<file path="src/logic/sfpm_defines.svh">
/*
 * constants of the serial flash power-up and mode-select front end:
 * opcode, address field layout, dummy count and timing counts.
 * assumes a 40 MHz system clock sampling the host serial pins.
 */
// Notes on behaviour
// after reset, mode 3 and output hi-z
// command starts only after select falls
// each select fall samples clock: mode 3/0
// host waits 70 us before selecting
// during power-on reset ignore all commands
// host waits 20 ms before program/erase
// after power-up sit in standby until selected
// E8h, then x, 13 page, 10 byte bits
// page bits are page, byte bits offset
// four dummy bytes precede array data
`ifndef SFPM_DEFINES_SVH
`define SFPM_DEFINES_SVH
`define SFPM_CLK_MHZ        40
`define SFPM_OP_CONT_READ   8'he8
`define SFPM_PAGE_W         13
`define SFPM_BYTE_W         10
`define SFPM_ADDR_W         24
`define SFPM_DUMMY_BYTES    4
`define SFPM_SEL_DELAY_US   70
`define SFPM_SEL_DELAY_CYC  (`SFPM_SEL_DELAY_US * `SFPM_CLK_MHZ)
`define SFPM_WRITE_DELAY_MS 20
`define SFPM_WRITE_DELAY_CYC (`SFPM_WRITE_DELAY_MS * 1000 * `SFPM_CLK_MHZ)
`endif

</file>
<file path="src/logic/sfpm_pkg.sv">
/*
 * types of the serial flash power-up and mode-select front end.
 * assumes the defines header is included alongside.
 */
package sfpm_pkg;
   // serial front-end phase
   typedef enum logic [2:0] {
      SFPM_ST_POR,
      SFPM_ST_STANDBY,
      SFPM_ST_OPCODE,
      SFPM_ST_ADDR,
      SFPM_ST_DUMMY,
      SFPM_ST_DATA,
      SFPM_ST_IGNORE
   } sfpm_state_e;
endpackage

</file>
<file path="src/logic/sfpm_sync.sv">
/*
 * two-flop synchroniser for one pin level.
 * assumes the pin is asynchronous to sys_clk_i.
 */
`timescale 1ns/10ps
module sfpm_sync (
   input  wire logic sys_clk_i,
   input  wire logic reset_i,
   input  wire logic pin_i,
   input  wire logic rst_val_i,
   output logic      level_o
);
   typedef struct packed {
      logic first;   // metastable stage, read only by second
      logic second;  // settled level
   } sfpm_sync_s;
   sfpm_sync_s r, next_r;
   // shift the pin through two stages
   always_comb begin
      next_r        = r;
      next_r.first  = pin_i;
      next_r.second = r.first;
   end
   // reset value is a constant chosen per pin by a tie at instantiation
   always_ff @(posedge sys_clk_i or posedge reset_i) begin
      if (reset_i) begin
         r <= '0;
      end else begin
         r <= next_r;
      end
   end
   assign level_o = r.second ^ rst_val_i;
endmodule // sfpm_sync

</file>
<file path="src/logic/sfpm_front.sv">
/*
 * serial flash power-up / mode-select front end: holds off commands
 * during power-on reset, picks mode 0 or 3 at each select fall, frames
 * the continuous array read and streams array bytes from the user side.
 * assumes host drives sclk/cs_n/si asynchronously, sclk well below 20 MHz.
 */
`timescale 1ns/10ps
`include "sfpm_defines.svh"
module sfpm_front
   import sfpm_pkg::*;
#(
   parameter int unsigned WRITE_DELAY_CYC = `SFPM_WRITE_DELAY_CYC
) (
   input  wire logic                    sys_clk_i,
   input  wire logic                    reset_i,     // power-on reset
   input  wire logic                    sclk_i,      // host serial clock pin
   input  wire logic                    cs_n_i,      // host select pin, low active
   input  wire logic                    si_i,        // host serial data in
   output logic                         so_o,        // serial data out
   output logic                         so_oe_o,     // high while driving so
   output logic                         mode3_o,     // 1 = mode 3, 0 = mode 0
   output logic                         standby_o,   // idle, waiting for a select fall
   output logic                         write_ok_o,  // program/erase window open
   output logic                         rd_req_o,    // address captured pulse
   output logic [`SFPM_PAGE_W-1:0]      rd_page_o,   // main memory page
   output logic [`SFPM_BYTE_W-1:0]      rd_byte_o,   // offset in page
   output logic                         byte_req_o,  // next data byte wanted
   input  wire logic [7:0]              rd_data_i    // byte for next data slot
);
   logic sclk_s, cs_n_s, si_s;
   // pins pass two flops first; cs_n resets to deselected (inverted store)
   sfpm_sync u_sync_sclk (.sys_clk_i(sys_clk_i), .reset_i(reset_i), .pin_i(sclk_i),
                          .rst_val_i(1'b0), .level_o(sclk_s));
   sfpm_sync u_sync_cs (.sys_clk_i(sys_clk_i), .reset_i(reset_i), .pin_i(~cs_n_i),
                        .rst_val_i(1'b1), .level_o(cs_n_s));
   sfpm_sync u_sync_si (.sys_clk_i(sys_clk_i), .reset_i(reset_i), .pin_i(si_i),
                        .rst_val_i(1'b0), .level_o(si_s));

   typedef struct packed {
      sfpm_state_e          st;        // front-end phase
      logic                 por_done;  // first clock after reset seen
      logic                 sclk_d;    // previous sclk level
      logic                 cs_n_d;    // previous select level
      logic                 mode3;     // selected spi mode
      logic [4:0]           cnt;       // bit counter within field
      logic [`SFPM_ADDR_W-1:0] sh;     // input shift register
      logic [7:0]           obuf;      // output shift register
      logic                 so;        // output bit
      logic                 oe;        // output enable
      logic                 rd_req;    // address pulse
      logic                 byte_req;  // byte request pulse
      logic [`SFPM_PAGE_W-1:0] page;   // captured page
      logic [`SFPM_BYTE_W-1:0] offs;   // captured offset
      logic [1:0]           dcnt;      // dummy byte counter
      logic [31:0]          wcnt;      // write hold-off counter
      logic                 wok;       // write allowed
   } sfpm_front_s;
   sfpm_front_s r, next_r;

   logic rise, fall, sample, launch;
   // sample edge is rising in both modes; launch on falling
   assign rise   = sclk_s & ~r.sclk_d;
   assign fall   = ~sclk_s & r.sclk_d;
   assign sample = rise;
   assign launch = fall;

   // next-state logic
   always_comb begin
      next_r          = r;
      next_r.sclk_d   = sclk_s;
      next_r.cs_n_d   = cs_n_s;
      next_r.rd_req   = 1'b0;
      next_r.byte_req = 1'b0;
      // write hold-off timer after reset release
      if (!r.wok) begin
         if (r.wcnt >= WRITE_DELAY_CYC - 1) begin
            next_r.wok = 1'b1;
         end else begin
            next_r.wcnt = r.wcnt + 32'h1;
         end
      end
      case (r.st)
         SFPM_ST_POR: begin
            // ignore the bus for the first two cycles while reset settles
            next_r.por_done = 1'b1;
            if (r.por_done) begin
               next_r.st = SFPM_ST_STANDBY;
            end
         end
         default: begin
            if (cs_n_s) begin
               // deselect ends any command and floats the output
               next_r.st = SFPM_ST_STANDBY;
               next_r.oe = 1'b0;
            end else if (r.cs_n_d) begin
               // select fall: pick mode from idle clock, start opcode
               next_r.mode3 = sclk_s;
               next_r.st    = SFPM_ST_OPCODE;
               next_r.cnt   = 5'h0;
            end else if (r.st == SFPM_ST_STANDBY) begin
               next_r.st = SFPM_ST_STANDBY;
            end else if (sample) begin
               next_r.sh  = {r.sh[`SFPM_ADDR_W-2:0], si_s};
               next_r.cnt = r.cnt + 5'h1;
               case (r.st)
                  SFPM_ST_OPCODE: begin
                     if (r.cnt == 5'h7) begin
                        next_r.cnt = 5'h0;
                        next_r.st  = ({r.sh[6:0], si_s} == `SFPM_OP_CONT_READ)
                                     ? SFPM_ST_ADDR : SFPM_ST_IGNORE;
                     end
                  end
                  SFPM_ST_ADDR: begin
                     if (r.cnt == 5'(`SFPM_ADDR_W - 1)) begin
                        // top bit dropped, page then offset
                        next_r.page   = r.sh[`SFPM_ADDR_W-3:`SFPM_BYTE_W-1];
                        next_r.offs   = {r.sh[`SFPM_BYTE_W-2:0], si_s};
                        next_r.rd_req = 1'b1;
                        next_r.cnt    = 5'h0;
                        next_r.dcnt   = 2'h0;
                        next_r.st     = SFPM_ST_DUMMY;
                     end
                  end
                  SFPM_ST_DUMMY: begin
                     if (r.cnt == 5'h7) begin
                        next_r.cnt  = 5'h0;
                        next_r.dcnt = r.dcnt + 2'h1;
                        if (r.dcnt == 2'(`SFPM_DUMMY_BYTES - 1)) begin
                           next_r.st       = SFPM_ST_DATA;
                           next_r.obuf     = rd_data_i;
                           next_r.byte_req = 1'b1;
                        end
                     end
                  end
                  SFPM_ST_DATA: begin
                     if (r.cnt == 5'h7) begin
                        next_r.cnt      = 5'h0;
                        next_r.obuf     = rd_data_i;
                        next_r.byte_req = 1'b1;
                     end
                  end
                  default: begin
                     next_r.cnt = 5'h0;
                  end
               endcase
            end else if (launch && r.st == SFPM_ST_DATA) begin
               // drive the msb pending for the next rising edge
               next_r.oe   = 1'b1;
               next_r.so   = r.obuf[7];
               next_r.obuf = {r.obuf[6:0], 1'b0};
            end
         end
      endcase
   end

   // state register; reset leaves mode 3 and a floating output
   always_ff @(posedge sys_clk_i or posedge reset_i) begin
      if (reset_i) begin
         r       <= '0;
         r.st    <= SFPM_ST_POR;
         r.mode3 <= 1'b1;
         r.cs_n_d <= 1'b1;
      end else begin
         r <= next_r;
      end
   end

   assign so_o       = r.so;
   assign so_oe_o    = r.oe;
   assign mode3_o    = r.mode3;
   assign standby_o  = (r.st == SFPM_ST_STANDBY);
   assign write_ok_o = r.wok;
   assign rd_req_o   = r.rd_req;
   assign rd_page_o  = r.page;
   assign rd_byte_o  = r.offs;
   assign byte_req_o = r.byte_req;

   AST_NO_DRIVE_DESELECTED: assert property (@(posedge sys_clk_i) disable iff (reset_i)
      (cs_n_s && r.cs_n_d) |=> !so_oe_o) else $error("output driven while deselected");
   AST_MODE_AT_SELECT: assert property (@(posedge sys_clk_i) disable iff (reset_i)
      (!cs_n_s && r.cs_n_d && r.st != SFPM_ST_POR) |=> (mode3_o == $past(sclk_s)))
      else $error("mode not taken from idle clock");
   AST_START_ON_FALL: assert property (@(posedge sys_clk_i) disable iff (reset_i)
      (r.st == SFPM_ST_STANDBY && !(r.cs_n_d && !cs_n_s)) |=> standby_o)
      else $error("command began without select fall");
   AST_POR_IGNORES: assert property (@(posedge sys_clk_i) disable iff (reset_i)
      (r.st == SFPM_ST_POR) |=> !rd_req_o && !so_oe_o) else $error("active during reset");
   AST_STANDBY_AFTER_POR: assert property (@(posedge sys_clk_i) disable iff (reset_i)
      (r.st == SFPM_ST_POR && r.por_done && cs_n_s) |=> standby_o)
      else $error("no standby after power-up");
   AST_ADDR_FRAME: assert property (@(posedge sys_clk_i) disable iff (reset_i)
      rd_req_o |-> r.st == SFPM_ST_DUMMY && r.dcnt == 2'h0) else $error("address framing");
   AST_PAGE_STABLE: assert property (@(posedge sys_clk_i) disable iff (reset_i)
      !rd_req_o && !$past(rd_req_o) |-> $stable(rd_page_o)) else $error("page changed");
   AST_DUMMY_FIRST: assert property (@(posedge sys_clk_i) disable iff (reset_i)
      (r.st == SFPM_ST_DUMMY) |-> !so_oe_o) else $error("data during dummy bytes");
endmodule // sfpm_front

</file>
<file path="config.mk">
export PLATFORM = sky130hd
export DESIGN_NAME = sfpm_front
export DESIGN_NICKNAME = d
export VERILOG_FILES = /design/src/logic/sfpm_pkg.sv /design/src/logic/sfpm_sync.sv /design/src/logic/sfpm_front.sv
export VERILOG_INCLUDE_DIRS = /design/src /design/src/logic
export SDC_FILE = /design/constraint.sdc
export NUM_CORES = 1
export LEC_CHECK = 0
export BUFFER_PORTS_ARGS = -buffer_cell sky130_fd_sc_hd__buf_2
export CORE_MARGIN = 2
export CORE_UTILIZATION = 40
export DETAILED_ROUTE_END_ITERATION = 12
export PLACE_DENSITY = 0.57
export SYNTH_ARGS = -nofsm -noshare
export SYNTH_HDL_FRONTEND = slang
export SYNTH_SLANG_ARGS = --single-unit
</file>
<file path="constraint.sdc">
create_clock -name sys_clk_i -period 10.9 [get_ports sys_clk_i]
set_clock_uncertainty 0.1 [all_clocks]
set_input_delay 2.725 -clock sys_clk_i [delete_from_list [all_inputs] [get_ports sys_clk_i]]
set_output_delay 2.725 -clock sys_clk_i [all_outputs]
set_load 0.05 [all_outputs]
</file>
==> results.sh, run 1 <==
export IMPL_status="complete, no violations"
export IMPL_die_w_um=113
export IMPL_area_growth_pct=9.38
export IMPL_final_layout_size_suffix_gt1_frac=0.294
export IMPL_synth_edf_count=0
export IMPL_ys_types=49
export IMPL_finalWorstSetupSlack_ns=6.53
export IMPL_timing_final_crit_share=0.401
export IMPL_yosys_most_used_dff="dfrtp_1"
export IMPL_portBuffers=42
export IMPL_fin_nets=416
export IMPL_fmax_mhz=229
export IMPL_irDropWorstVdd_mv=0.0897
export IMPL_rsz0062_at_grt="false"
export IMPL_clock_latency_ns=0.34
export IMPL_ys_async_sr_fraction=1.00
export IMPL_finalSetupTns_ns=0
export IMPL_netlist_instances=389
export IMPL_postPlaceCellArea_mm2=0.00493
export IMPL_layout_commonest_cell="dfrtp_1"
export IMPL_clockRootBuffer="clkbuf_16"
export IMPL_place_congestion=0.782
export IMPL_clkTransAtPathRegs_ns=0.07
export IMPL_ios=43
export IMPL_setup_viol=0
export IMPL_post_drt_wl_per_cell_um=14.4
export IMPL_syn_cell_area_mm2=0.00479
export IMPL_fin_util=0.453
export IMPL_synth_seq_area_share=0.576
export IMPL_total_leakage_power_nw=2.66
export IMPL_synth_avg_cell_area_um2=12.3
export IMPL_min_period_ns=4.37
export IMPL_grt_max_degree=62
export IMPL_dieArea_mm2=0.0129
export IMPL_critPathCaptureType="output pin"
export IMPL_h_tree_depth=3
export IMPL_dr_total_vias=2764
export IMPL_post_route_drc_count=0
export IMPL_cp_data_arrival_time_ns=1.54
export IMPL_worstSetupStartpointType="flip-flop"
export IMPL_die_y_um=113
export IMPL_power_density_mw_per_mm2=151
export IMPL_dr_pass1_iters=4
export IMPL_syn_nets=405
export IMPL_numCtsBuffers=9
export IMPL_slew_headroom=0.357
export IMPL_ys_ff_latch=110
export IMPL_grt_pass1_vias=2890
export IMPL_grt_usage=0.133
export IMPL_drt_iter0_markers=91
export IMPL_hold_viol_final=0
export IMPL_crit_fanout=13
export IMPL_hold_buffers=0
export IMPL_cts_tree="done"
export IMPL_placementRows=39
export IMPL_coreArea_mm2=0.0116
export IMPL_via_per_inst=5.04
export IMPL_cts_resized=0
export IMPL_hp_class="reg2reg"
export IMPL_drv_slew=0
export IMPL_hpwl_mm=5.31
export IMPL_overflow=0
export IMPL_antenna_found_initial=0
export IMPL_n_antenna_cell=0
export IMPL_reg2reg_depth=3
export IMPL_hold_depth=0
export IMPL_drtAntennaViolNets=0
export IMPL_finish_instance_area_mm2=0.00524
export IMPL_path_class="reg2out"
export IMPL_clock_sinks=110
export IMPL_start_util=0.414
export IMPL_yosys_warnings=0
export IMPL_grt_pass1_wl_mm=13.8
export IMPL_clk_path_buf_depth=2
export IMPL_worstMarginPinSlew_ns=0.962
export IMPL_critPathRequiredTime_ns=8.08
export IMPL_postCtsSetupRepairBufs=0
export IMPL_max_cap_violations=0
export IMPL_final_cell_mix="108 x dfrtp_1, 43 x mux2_2, 42 x buf_2"
export IMPL_drt_total_wl_mm=7.87
export IMPL_place_ws_ns=6.68
-- per-layer routing --
metal | track usage | vias to the layer above | routed length (um)
met5 | 0 | - | 0
met4 | 0.0504 | 0 | 142
met3 | 0.0356 | 12 | 236
met2 | 0.213 | 39 | 3720
met1 | 0.175 | 1362 | 3770
li1 | - | 1351 | -
-- worst max-delay path, cell delays in order, from the launching register on --
cell and delay (ns):
dfrtp_1 0.50, nor2_1 0.25, and2_1 0.18, buf_2 0.26
-- layout make-up --
class,instances,area [um2]
Fill cell,1051,6330
Sequential cell,110,2760
Multi-Input combinational cell,225,1730
Clock buffer,12,236
Timing Repair Buffer,44,225
Tap cell,143,179
Clock inverter,4,72.6
Inverter,10,40.0
-- logic make-up (layout without fill, tap and decap cells) --
group                      Yosys count  count (layout)  share of synthesized area
AOI/OAI and AO/OA                   39              39                     0.0601
muxes                               56              56                      0.131
adders and majority gates            4               4                    0.00993
and+or+nand+nor                    108             108                      0.127
xor gates and xnor gates            18              18                     0.0329
DFF                                110             110                      0.576
buffers and inverters               54              70                     0.0635
-- flip-flops by register name (all words and copies together) (netlist names) --
name,flops
rd_byte_o,10
mode3_o,1
u_sync_si.r,1
u_sync_cs.r,1
u_sync_cs.next_r,1
rd_page_o,13
so_oe_o,1
r,75
u_sync_sclk.next_r,1
so_o,1
u_sync_si.next_r,1
u_sync_sclk.r,1
rd_req_o,1
write_ok_o,1
byte_req_o,1
-- synthesized netlist by cell type, types with 3 or more instances --
master / instances / area share
or2_2: 3 / 0.0039
mux2_2: 43 / 0.10
buf_2: 6 / 0.0063
o21ai_0: 10 / 0.010
o211ai_1: 4 / 0.0063
dfrtp_1: 108 / 0.56
nor2b_1: 6 / 0.0078
nor3_2: 6 / 0.013
ha_1: 3 / 0.0078
a21oi_1: 4 / 0.0042
a22o_1: 7 / 0.013
nor3_1: 8 / 0.0084
inv_1: 9 / 0.0071
xor2_1: 11 / 0.020
nand4_1: 6 / 0.0078
nor2_1: 18 / 0.014
nor4_1: 4 / 0.0052
buf_4: 23 / 0.036
nand3_1: 10 / 0.010
and2_1: 5 / 0.0065
nand2_1: 24 / 0.019
mux2_1: 12 / 0.028
clkbuf_1: 14 / 0.011
nand2b_1: 5 / 0.0065
and3_1: 4 / 0.0052
xnor2_1: 7 / 0.013
-- worst paths after layout --
kind / start / endpoint / slack (ns)
min in group asynchronous: reset_i / u_sync_sclk.next_r[0] / 2.35
setup / recovery: r[105] / standby_o / 6.53
setup reg to reg: u_sync_sclk.r[0] / r[79] / 8.34
max in group asynchronous: reset_i / r[12] / 7.15
hold reg to reg: u_sync_cs.next_r[0] / u_sync_cs.r[0] / 0.24
hold / removal: u_sync_cs.next_r[0] / u_sync_cs.r[0] / 0.24
-- report_power, final --
| group | total, mW | leakage, nW | switching [mW] | internal (mW) |
|---|---|---|---|---|
| Clock | 0.339 | 0.147 | 0.138 | 0.201 |
| Sequential | 0.420 | 1.48 | 0.00643 | 0.414 |
| Combinational | 0.0324 | 1.03 | 0.0218 | 0.0106 |
| Total | 0.792 | 2.66 | 0.166 | 0.626 |
-- per-stage QoR --
stage               power, mW  hold slack (ns)  std cells
floorplan               0.451            0.231        389
global placement        0.461            0.237        532
detailed placement      0.462            0.242        532
CTS                     0.804            0.249        548
global route            0.824            0.260        548
finish                  0.792            0.244        548
No activity file was read; power rests on OpenSTA's default activity.
==> inputs of run 2 (changes only) <==
--- a/config.mk
+++ b/config.mk
@@ -6,6 +6,7 @@
 export SDC_FILE = /design/constraint.sdc
 export NUM_CORES = 1
 export LEC_CHECK = 0
+export ABC_AREA = 1
 export BUFFER_PORTS_ARGS = -buffer_cell sky130_fd_sc_hd__buf_2
 export CORE_MARGIN = 2
 export CORE_UTILIZATION = 40
==> constraint.sdc (replaced) <==
create_clock -name sys_clk_i -period 4.4 [get_ports sys_clk_i]
set_clock_uncertainty 0.1 [all_clocks]
set_input_delay 1.1 -clock sys_clk_i [delete_from_list [all_inputs] [get_ports sys_clk_i]]
set_output_delay 1.1 -clock sys_clk_i [all_outputs]
set_load 0.05 [all_outputs]
==> run 2 against run 1 <==
Effect of this change:
- via count grew 37%
- clock-buffer cell count shrank 3
- first-iteration DRC count grew to 3.3 times the previous value
- area after synthesis grew 8.8%
- clock power grew 140%
- sequential share of layout area shrank 3.7 points
- setup slack lost 5.0 ns
- highest routed layer unchanged
==> results.sh, run 2 <==
export IMPL_fmax_mhz=353
export IMPL_h_tree_depth=3
export IMPL_hold_viol_final=0
export IMPL_synth_edf_count=0
export IMPL_synth_most_common_cell="nand2_1"
export IMPL_die_w_um=118
export IMPL_hp_class="reg2reg"
export IMPL_crit_fanout=48
export IMPL_clock_latency_ns=0.36
export IMPL_overflow=0
export IMPL_dr_total_vias=3778
export IMPL_worstSetupStartpointType="flip-flop"
export IMPL_yosys_most_used_dff="dfrtp_1"
export IMPL_ys_ff_latch=110
export IMPL_ys_async_sr_fraction=1.00
export IMPL_syn_nets=648
export IMPL_postCtsSetupRepairBufs=0
export IMPL_fin_util=0.444
export IMPL_cp_data_arrival_time_ns=2.96
export IMPL_drv_slew=0
export IMPL_final_layout_size_suffix_gt1_frac=0.128
export IMPL_power_density_mw_per_mm2=401
export IMPL_dr_pass1_iters=4
export IMPL_grt_usage=0.143
export IMPL_total_leakage_power_nw=2.79
export IMPL_synth_seq_area_share=0.529
export IMPL_synth_avg_cell_area_um2=8.24
export IMPL_worstMarginPinSlew_ns=0.860
export IMPL_syn_cell_area_mm2=0.00521
export IMPL_netlist_instances=632
export IMPL_final_cell_mix="192 x nand2_1, 108 x dfrtp_1, 65 x inv_1"
export IMPL_drt_iter0_markers=296
export IMPL_grt_pass1_vias=3546
export IMPL_synth_top_cell_by_area="dfrtp_1"
export IMPL_dieArea_mm2=0.0140
export IMPL_n_antenna_cell=0
export IMPL_slew_headroom=0.425
export IMPL_cts_tree="done"
export IMPL_yosys_warnings=0
export IMPL_area_growth_pct=8.02
export IMPL_min_period_ns=2.83
export IMPL_antenna_found_initial=0
export IMPL_clock_sinks=110
export IMPL_clockRootBuffer="clkbuf_16"
export IMPL_drtAntennaViolNets=0
export IMPL_top_register="r"
export IMPL_fin_nets=651
export IMPL_layout_commonest_cell="nand2_1"
export IMPL_cts_resized=0
export IMPL_finalSetupTns_ns=0
export IMPL_hold_buffers=0
export IMPL_synth_top_area_share=0.519
export IMPL_placementRows=41
export IMPL_critPathCaptureType="flip-flop"
export IMPL_timing_final_crit_share=0.644
export IMPL_place_congestion=0.911
export IMPL_numCtsBuffers=9
export IMPL_drt_total_wl_mm=9.35
export IMPL_setup_viol=0
export IMPL_rsz0062_at_grt="false"
export IMPL_post_drt_wl_per_cell_um=11.5
export IMPL_clk_path_buf_depth=2
export IMPL_path_class="reg2reg"
export IMPL_grt_max_degree=111
export IMPL_grt_pass1_wl_mm=16.2
export IMPL_die_y_um=118
export IMPL_ys_types=29
export IMPL_status="complete, no violations"
export IMPL_portBuffers=42
export IMPL_irDropWorstVdd_mv=0.173
export IMPL_ys_top_cells_by_count="192 x nand2_1, 108 x dfrtp_1, 66 x inv_1"
export IMPL_post_route_drc_count=0
export IMPL_ios=43
export IMPL_via_per_inst=4.65
export IMPL_coreArea_mm2=0.0127
export IMPL_hpwl_mm=6.37
export IMPL_clkTransAtPathRegs_ns=0.08
export IMPL_max_cap_violations=0
export IMPL_largest_reg_flops=75
export IMPL_start_util=0.411
export IMPL_critPathRequiredTime_ns=4.53
export IMPL_synth_area_leaders="dfrtp_1 52%, nand2_1 14%, inv_1 4.8%"
==> run 2: final cells by class <==
cell class                      count  area (um2)
Tap cell                          172         215
Timing Repair Buffer               45         245
Fill cell                        1274        7040
Inverter                           68         258
Clock buffer                        9         225
Clock inverter                      7        73.8
Sequential cell                   110        2760
Multi-Input combinational cell    401        1850
==> run 2: critical path, cell delays in order (launching register included) <==
cell     delay (ns)
dfrtp_1        0.34
inv_1          0.08
nor2_1         0.55
inv_1          0.18
nor2_2         0.13
buf_4          0.36
nand2_2        0.58
nand3_1        0.26
o21ai_0        0.12
==> run 2: layer usage <==
layer,global-route usage,part of all wire,vias up
met3,0.0296,0.035,12
li1,-,-,1961
met4,0.0693,0.019,0
met1,0.198,0.50,1747
met5,0,0,-
met2,0.215,0.45,58
==> run 2: through the flow <==
step | area [um2] | setup WS, ns | total power [mW] | std cells | hold slack, ns
floorplan | 5210 | 0.301 | 1.39 | 632 | 0.231
global placement | 5330 | 1.60 | 1.46 | 796 | 0.242
detailed placement | 5330 | 1.54 | 1.47 | 796 | 0.242
global route | 5630 | 1.26 | 2.39 | 812 | 0.271
CTS | 5630 | 1.51 | 2.29 | 812 | 0.258
finish | 5630 | 1.57 | 2.26 | 812 | 0.258
==> run 2: path summary, 6_finish.rpt <==
kind | slack, ns | end | cells after the start | from
worst max-delay path | 1.57 | r[33] | 8 | u_sync_sclk.r[0]
min in group asynchronous | 0.76 | u_sync_cs.next_r[0] | 3 | reset_i
max in group asynchronous | 2.99 | r[17] | 3 | reset_i
worst max register to register | 1.57 | r[33] | 8 | u_sync_sclk.r[0]
worst min register to register | 0.26 | u_sync_sclk.r[0] | 0 | u_sync_sclk.next_r[0]
worst min-delay path | 0.26 | u_sync_sclk.r[0] | 0 | u_sync_sclk.next_r[0]
==> run 2: power breakdown <==
part           internal [mW]  leakage [nW]  switching [mW]
Sequential              1.08          1.45          0.0481
Combinational         0.0880          1.20           0.227
Clock                  0.407         0.149           0.408
Total                   1.57          2.79           0.683
==> run 2: cell families after synthesis <==
kind of cell | count (synthesis) | synth area share
XOR/XNOR | 11 | 0.0185
buffers and inverters | 121 | 0.115
AND/OR/NAND/NOR | 310 | 0.252
flip-flops | 110 | 0.529
AO/OA/AOI/OAI | 77 | 0.0783
adder cells (fa/ha/maj) | 3 | 0.00721
